===== src/pkg/mbcg_pkg.sv =====
// constants for base clock division and the mains-locked chip clock
package mbcg_pkg;
    // base clock rate of this implementation
    localparam int CLK_HZ = 40_000_000;
    // transmitter and receiver division ratios
    localparam int TX_DIV = 4;
    localparam int RX_DIV = 8;
    // receiver tick rate, which paces the mains-locked loop
    localparam int RX_TICK_HZ = CLK_HZ / RX_DIV;
    // mains frequencies and the limits the loop accepts
    localparam int MAINS_NOM_HZ = 50;
    localparam int MAINS_MAX_HZ = 70;
    localparam int MAINS_MIN_HZ = 40;
    // mains period in receiver ticks
    localparam int PERIOD_NOM = RX_TICK_HZ / MAINS_NOM_HZ;
    localparam int PERIOD_MIN = RX_TICK_HZ / MAINS_MAX_HZ;
    localparam int PERIOD_MAX = RX_TICK_HZ / MAINS_MIN_HZ;
    localparam int PERIOD_W = 18;
    // chip clock runs 8 times the bit rate
    localparam int CHIPS_PER_BIT = 8;
    localparam int CHIP_IDX_W = 3;
    // 3 bits per half cycle at the slowest setting, so 6 per period
    localparam int BASE_BITS_PER_PERIOD = 6;
    localparam logic [8:0] BASE_CHIPS = 9'(BASE_BITS_PER_PERIOD * CHIPS_PER_BIT);
    localparam int RATE_SEL_W = 2;
endpackage


===== src/logic/mbcg_div.sv =====
// divider that turns the base clock into a one-cycle enable pulse
`timescale 1ns/10ps
`default_nettype none
module mbcg_div #(
    parameter int DIVISOR = 4
) (
    input wire logic mclk,
    input wire logic resetn,
    output logic tick
);
    localparam int CW = $clog2(DIVISOR);
    localparam logic [CW-1:0] LAST = CW'(DIVISOR - 1);

    logic [CW-1:0] cnt_q;

    // counter clears on reset so the phase of every divided clock is known
    always_ff @(posedge mclk or negedge resetn) begin
        if (!resetn) begin
            cnt_q <= '0;
        end else if (cnt_q == LAST) begin
            cnt_q <= '0;
        end else begin
            cnt_q <= cnt_q + 1'b1;
        end
    end

    // registered pulse, high one cycle in DIVISOR
    always_ff @(posedge mclk or negedge resetn) begin
        if (!resetn) begin
            tick <= 1'b0;
        end else begin
            tick <= (cnt_q == LAST);
        end
    end
endmodule
`default_nettype wire


===== src/logic/mbcg_clock_gen.sv =====
// base clock generation: source strap, core/tx/rx enables and mains-locked chip clock
//
// Behaviour
// - high strap selects external clock on input
// - core runs from undivided base clock
// - transmitter clock is base divided by four
// - receiver clock is base divided by eight
// - tx/rx timing derived from their divided clocks
// - transmission synchronised by mains-locked loop
// - supports 3,6,12,24 bits per half cycle
// - chip clock runs eight times bit rate
`timescale 1ns/10ps
`default_nettype none
module mbcg_clock_gen #(
    parameter int PERIOD_NOM = mbcg_pkg::PERIOD_NOM,
    parameter int PERIOD_MIN = mbcg_pkg::PERIOD_MIN,
    parameter int PERIOD_MAX = mbcg_pkg::PERIOD_MAX
) (
    input wire logic mclk,
    input wire logic resetn,
    input wire logic clock_source_select_strap,
    input wire logic zeroCrossIn,
    input wire logic [mbcg_pkg::RATE_SEL_W-1:0] bitRateSel,
    output logic extClkMode_q,
    output logic oscDriveEn_q,
    output logic coreClkEn_q,
    output logic txClkEn,
    output logic rxClkEn,
    output logic chipClkEn_q,
    output logic bitStrobe_q,
    output logic txChipEn_q,
    output logic pllLocked_q
);
    localparam int PW = mbcg_pkg::PERIOD_W;
    localparam logic [PW-1:0] P_NOM = PW'(PERIOD_NOM);
    localparam logic [PW-1:0] P_MIN = PW'(PERIOD_MIN);
    localparam logic [PW-1:0] P_MAX = PW'(PERIOD_MAX);

    logic strapDone_q;
    logic zcPrev_q;
    logic [PW-1:0] periodCnt_q;
    logic [PW-1:0] period_q;
    logic [PW-1:0] acc_q;
    logic [mbcg_pkg::CHIP_IDX_W-1:0] chipIdx_q;
    logic txPending_q;
    logic zcRise;
    logic [8:0] chipsPerPeriod;
    logic [PW:0] accSum;
    logic chipEvt;

    // dividers are plain enables in the base domain, no derived clocks
    mbcg_div #(.DIVISOR(mbcg_pkg::TX_DIV)) uTxDiv (
        .mclk(mclk),
        .resetn(resetn),
        .tick(txClkEn)
    );
    mbcg_div #(.DIVISOR(mbcg_pkg::RX_DIV)) uRxDiv (
        .mclk(mclk),
        .resetn(resetn),
        .tick(rxClkEn)
    );

    // strap is caught once after reset release, not under the reset itself
    always_ff @(posedge mclk or negedge resetn) begin
        if (!resetn) begin
            strapDone_q <= 1'b0;
            extClkMode_q <= 1'b0;
            oscDriveEn_q <= 1'b0;
        end else if (!strapDone_q) begin
            strapDone_q <= 1'b1;
            extClkMode_q <= clock_source_select_strap;
            // inverter stage only drives a crystal; in external mode it stays off
            oscDriveEn_q <= !clock_source_select_strap;
        end
    end

    // core enable is low in reset and high from the first edge after release: the core then sees every base edge
    always_ff @(posedge mclk or negedge resetn) begin
        if (!resetn) begin
            coreClkEn_q <= 1'b0;
        end else begin
            coreClkEn_q <= 1'b1;
        end
    end

    // zero crossing is sampled on receiver ticks; pulses under 8 cycles can be missed
    assign zcRise = rxClkEn && zeroCrossIn && !zcPrev_q;
    assign chipsPerPeriod = mbcg_pkg::BASE_CHIPS << bitRateSel;
    assign accSum = {1'b0, acc_q} + (PW+1)'(chipsPerPeriod);
    assign chipEvt = rxClkEn && (zcRise || (accSum >= {1'b0, period_q}));

    always_ff @(posedge mclk or negedge resetn) begin
        if (!resetn) begin
            zcPrev_q <= 1'b0;
        end else if (rxClkEn) begin
            zcPrev_q <= zeroCrossIn;
        end
    end

    // mains period measured in receiver ticks, saturating when edges stop
    always_ff @(posedge mclk or negedge resetn) begin
        if (!resetn) begin
            periodCnt_q <= '0;
        end else if (rxClkEn) begin
            if (zcRise) begin
                periodCnt_q <= PW'(1);
            end else if (periodCnt_q < P_MAX) begin
                periodCnt_q <= periodCnt_q + 1'b1;
            end
        end
    end

    // only plausible periods are taken; without edges the last one is kept (flywheel)
    always_ff @(posedge mclk or negedge resetn) begin
        if (!resetn) begin
            period_q <= P_NOM;
            pllLocked_q <= 1'b0;
        end else if (rxClkEn) begin
            if (zcRise && periodCnt_q >= P_MIN && periodCnt_q < P_MAX) begin
                period_q <= periodCnt_q;
                pllLocked_q <= 1'b1;
            end else if (periodCnt_q == P_MAX) begin
                pllLocked_q <= 1'b0;
            end
        end
    end

    // fractional accumulator: chipsPerPeriod chip events per measured period
    always_ff @(posedge mclk or negedge resetn) begin
        if (!resetn) begin
            acc_q <= '0;
        end else if (rxClkEn) begin
            if (zcRise) begin
                acc_q <= '0;
            end else if (accSum >= {1'b0, period_q}) begin
                acc_q <= PW'(accSum - {1'b0, period_q});
            end else begin
                acc_q <= accSum[PW-1:0];
            end
        end
    end

    // chip index within a bit; the rising mains edge restarts bit alignment
    always_ff @(posedge mclk or negedge resetn) begin
        if (!resetn) begin
            chipIdx_q <= '0;
            chipClkEn_q <= 1'b0;
            bitStrobe_q <= 1'b0;
        end else begin
            chipClkEn_q <= chipEvt;
            bitStrobe_q <= chipEvt && (zcRise || chipIdx_q == '1);
            if (chipEvt) begin
                chipIdx_q <= zcRise ? '0 : chipIdx_q + 1'b1;
            end
        end
    end

    // chip event handed to the tx side on its own tick; a new event wins over the clear
    always_ff @(posedge mclk or negedge resetn) begin
        if (!resetn) begin
            txPending_q <= 1'b0;
            txChipEn_q <= 1'b0;
        end else begin
            txPending_q <= chipClkEn_q || (txPending_q && !txClkEn);
            txChipEn_q <= txClkEn && txPending_q;
        end
    end

    a_core_every_edge: assert property (@(posedge mclk) disable iff (!resetn)
        $past(resetn) |-> coreClkEn_q)
        else $error("core enable dropped");

    a_tx_div_four: assert property (@(posedge mclk) disable iff (!resetn)
        txClkEn |=> !txClkEn [*3] ##1 txClkEn)
        else $error("tx enable not one in four");

    a_rx_div_eight: assert property (@(posedge mclk) disable iff (!resetn)
        rxClkEn |=> !rxClkEn [*7] ##1 rxClkEn)
        else $error("rx enable not one in eight");

    a_chip_on_rx: assert property (@(posedge mclk) disable iff (!resetn)
        chipClkEn_q |-> $past(rxClkEn))
        else $error("chip event off the rx tick");

    a_tx_chip_follows: assert property (@(posedge mclk) disable iff (!resetn)
        chipClkEn_q |-> ##[1:5] txChipEn_q)
        else $error("chip event not passed to tx side");

    a_pll_phase_lock: assert property (@(posedge mclk) disable iff (!resetn)
        zcRise |=> chipClkEn_q && bitStrobe_q && chipIdx_q == '0 && acc_q == '0)
        else $error("mains edge did not realign chip clock");

    a_rate_chips: assert property (@(posedge mclk) disable iff (!resetn)
        chipsPerPeriod == (9'h30 << bitRateSel))
        else $error("chips per period wrong for rate");

    a_bit_per_eight: assert property (@(posedge mclk) disable iff (!resetn)
        bitStrobe_q && !$past(zcRise) |-> chipClkEn_q && chipIdx_q == '0)
        else $error("bit strobe not every eighth chip");

    a_strap_ext: assert property (@(posedge mclk) disable iff (!resetn)
        strapDone_q && extClkMode_q |-> !oscDriveEn_q)
        else $error("oscillator driven in external mode");

    c_external_mode: cover property (@(posedge mclk) disable iff (!resetn) extClkMode_q);
    c_locked: cover property (@(posedge mclk) disable iff (!resetn) $rose(pllLocked_q));
    c_tx_chip: cover property (@(posedge mclk) disable iff (!resetn) txChipEn_q && pllLocked_q);
    c_fast_rate: cover property (@(posedge mclk) disable iff (!resetn) bitStrobe_q && bitRateSel == 2'h3);
endmodule
`default_nettype wire


===== config.mk =====
export PLATFORM = sky130hd
export DESIGN_NAME = mbcg_clock_gen
export DESIGN_NICKNAME = d
export VERILOG_FILES = /design/src/pkg/mbcg_pkg.sv /design/src/logic/mbcg_div.sv /design/src/logic/mbcg_clock_gen.sv
export SDC_FILE = /design/constraint.sdc
export NUM_CORES = 1
export LEC_CHECK = 0
export ABC_AREA = 0
export BUFFER_PORTS_ARGS = -buffer_cell sky130_fd_sc_hd__buf_2
export CAP_MARGIN = 40
export CORE_MARGIN = 10
export CORE_UTILIZATION = 55
export CTS_CLUSTER_DIAMETER = 120
export DETAILED_ROUTE_END_ITERATION = 12
export PLACE_DENSITY = 0.72
export SETUP_SLACK_MARGIN = 0.4
export SKIP_CTS_REPAIR_TIMING = 1
export SLEW_MARGIN = 20
export SYNTH_ARGS = -nofsm -noshare
export SYNTH_HDL_FRONTEND = slang
export SYNTH_SLANG_ARGS = --single-unit

===== constraint.sdc =====
create_clock -name mclk -period 4.8 [get_ports mclk]
set_clock_uncertainty 0.1 [all_clocks]
set_input_delay 0.24 -clock mclk [delete_from_list [all_inputs] [get_ports mclk]]
set_output_delay 0.24 -clock mclk [all_outputs]
set_load 0.01 [all_outputs]

==> metrics.txt <==
Worst Path Required 4.96 ns; full die area 12200 sq um; Post-Route WL 9860 um; Post-synth EDFFs 0; CTS tree yes; Synth Instances 477; Synth top area share 37.1%; Pre-antenna DRT Iters 5; WP buf/inv 1; Seq/Total Area, Yosys 40.6%; global-route wire length before repair 16900 um; chip height 111 um; Clk pin slew, worst setup/hold paths 0.09 ns; Area Growth Syn to Fin 8.84%; total track usage 16.2%; Routed Antenna Nets 0; top cell type by total area after synthesis dfrtp_1; Final min period 4.17 ns; DR WL/cell 16.5 um; Antenna diodes 0; # nets final 531; most frequent cell after synthesis dfrtp_1; Final Max Tran Viols 0; VDD IR max 0.239 mV; syn avg cell area 9.46 sq um; Root Driver clkbuf_8; RSZ-0062 raised after global routing false; initial antenna violation count 0; flops & latches, synth 73; asr flop ratio synth 100%; arrival time at the worst endpoint 4.34 ns; Die W 111 um; Worst path slowest cell fa_1; Critical Path Sink Type register; syn_nets 517; post-synthesis cell area 4510 sq um; synth warn 0; grt ovf 0; dpl hpwl 6980 um; Synth Flop Type dfrtp_1; Peak Freq 240 MHz; Power, Total 0.00163 W; Post-route DRC 0; Worst Max-Slew Pin Slew 0.627 ns; Site Rows 32; Num Clock Sinks 73; Rel. slew slack 58.2%; deepest clock path buffer count 2; Worst-Skew Late Latency 0.36 ns; largest net degree at the start of global routing 61; worst-path fanout max 14; I/O pin total 15; critical path cell sequence ha_1, fa_1, a211oi_1, o21bai_1, nand4_1, xnor2_1, ha_1, and3_1, nand4_1, or3_1, and3_4, o221ai_2, buf_6, a21oi_1, a311oi_1; layout cell share with drive strength beyond 1 11.5%; main area contributors after synthesis dfrtp_1, ha_1, xnor2_1; Pleak 2.31 nW; HP Class primary input to register; top cells by count, synth dfrtp_1, nand2_1, inv_1, nor2_1; Worst path max stage delay 0.43 ns; design area 4910 sq um; first-iteration detailed-routing DRC count 202; average vias per placed instance 5.83; Placer Congestion 0.908; final setup vio count 0; startpoint types register; H-tree levels 3; critical path class register to register; Setup Total Neg Slack 0 ns; Starting Density 57.5%; placed cell area 4680 sq um; count of different cell masters after synthesis 66; total number of vias 3485; vias in the first global route 3494; clock buffer count from CTS 9; hold violation count in the final report 0; Tcrit/Tclk final 86.9%; maxcap violations 0; run status complete, no violations; FF-to-FF setup slack 0.63 ns; Core ar. 7850 sq um; pwr dens 331 nW/um^2; CP delay by family, top simple AND/OR/NAND/NOR gates; Port Buffers 14
state kept, by name, indices dropped and copies added (netlist names), 2 cells and up:
name / count
uTxDiv.cnt_q: 2
uRxDiv.cnt_q: 3
periodCnt_q: 18
acc_q: 18
chipIdx_q: 3
period_q: 18
layout make-up:
cell class                      count  area (sq um)
Tap cell                          102           128
Fill cell                         682          2930
Clock buffer                        9           124
Sequential cell                    73          1830
Clock inverter                      7          85.1
Multi-Input combinational cell    353          2460
Inverter                           33           124
Timing Repair Buffer               21           161
worst register-to-register path, stage by stage (launching register included):
cell and delay [ns]:
dfrtp_1 0.41, ha_1 0.25, fa_1 0.43, a211oi_1 0.27
o21bai_1 0.18, nand4_1 0.14, xnor2_1 0.10, ha_1 0.39
and3_1 0.26, nand4_1 0.19, or3_1 0.36, and3_4 0.19
o221ai_2 0.17, buf_6 0.27, a21oi_1 0.09, a311oi_1 0.27
routing by layer:
layer	wire (um)	global-route usage (%)	vias to the layer above
met4	221	7.17	0
li1	-	-	1733
met2	4630	25.4	68
met3	441	2.92	17
met1	4570	21.4	1667
met5	0	0	-
where the power goes:
| group | switching (W) | internal (W) |
|---|---|---|
| logic | 0.000237 | 0.000179 |
| registers | 0.0000395 | 0.000649 |
| clock network | 0.000271 | 0.000251 |
worst paths after layout:
kind	startpoint	cells after the start	to
worst max-delay path	acc_q[4]	15	acc_q[2]
worst min-delay path	zeroCrossIn	3	zcPrev_q
worst max register to register	acc_q[4]	15	acc_q[2]
worst min register to register	uRxDiv.cnt_q[0]	1	uRxDiv.cnt_q[0]
max in group asynchronous	resetn	3	period_q[16]
min in group asynchronous	resetn	2	acc_q[9]
layout by cell type (no fill, tap or decap), types with 4 or more instances in the layout:
master     count
nand3_1       13
o2bb2ai_1      7
o31ai_1        4
nand4_1       13
o21ai_1       10
a211oi_1       6
clkbuf_8       9
nand2_1       41
dfstp_2        6
ha_1          32
nor2_1        33
a21oi_1       27
a21o_1        12
or3_1          9
o21ai_0       32
and3_1         6
xor2_1        13
inv_1         33
dfrtp_1       67
xnor2_1       21
o21a_1         7
nor3_1         7
mux2i_1        9
buf_2         13
cell families (layout without fill, tap and decap cells):
logic type               count (synthesis)  in the layout  synth area share [%]
XOR/XNOR                                34             34                  6.60
AND/OR/NAND/NOR                        137            137                  14.7
other                                    1              1                0.0831
AO/OA/AOI/OAI                          136            136                  20.7
adder cells (fa/ha/maj)                 34             34                  9.76
flip-flops                              73             73                  40.6
buffers and inverters                   51             70                  5.02
multiplexers                            11             11                  2.49
metrics by stage:
stage | hold WS, ns | util [%] | setup WS, ns | instances
after floorplan | -0.156 | - | 1.07 | 477
after global placement | 0.313 | 59.1 | 0.543 | 578
after detailed placement | 0.0242 | 59.6 | 0.389 | 580
after CTS | -0.369 | 62.3 | 0.581 | 596
after global routing | 0.0488 | 62.6 | 0.420 | 598
final | 0.0173 | 62.6 | 0.627 | 598
Power figures use the tool's default switching activity.
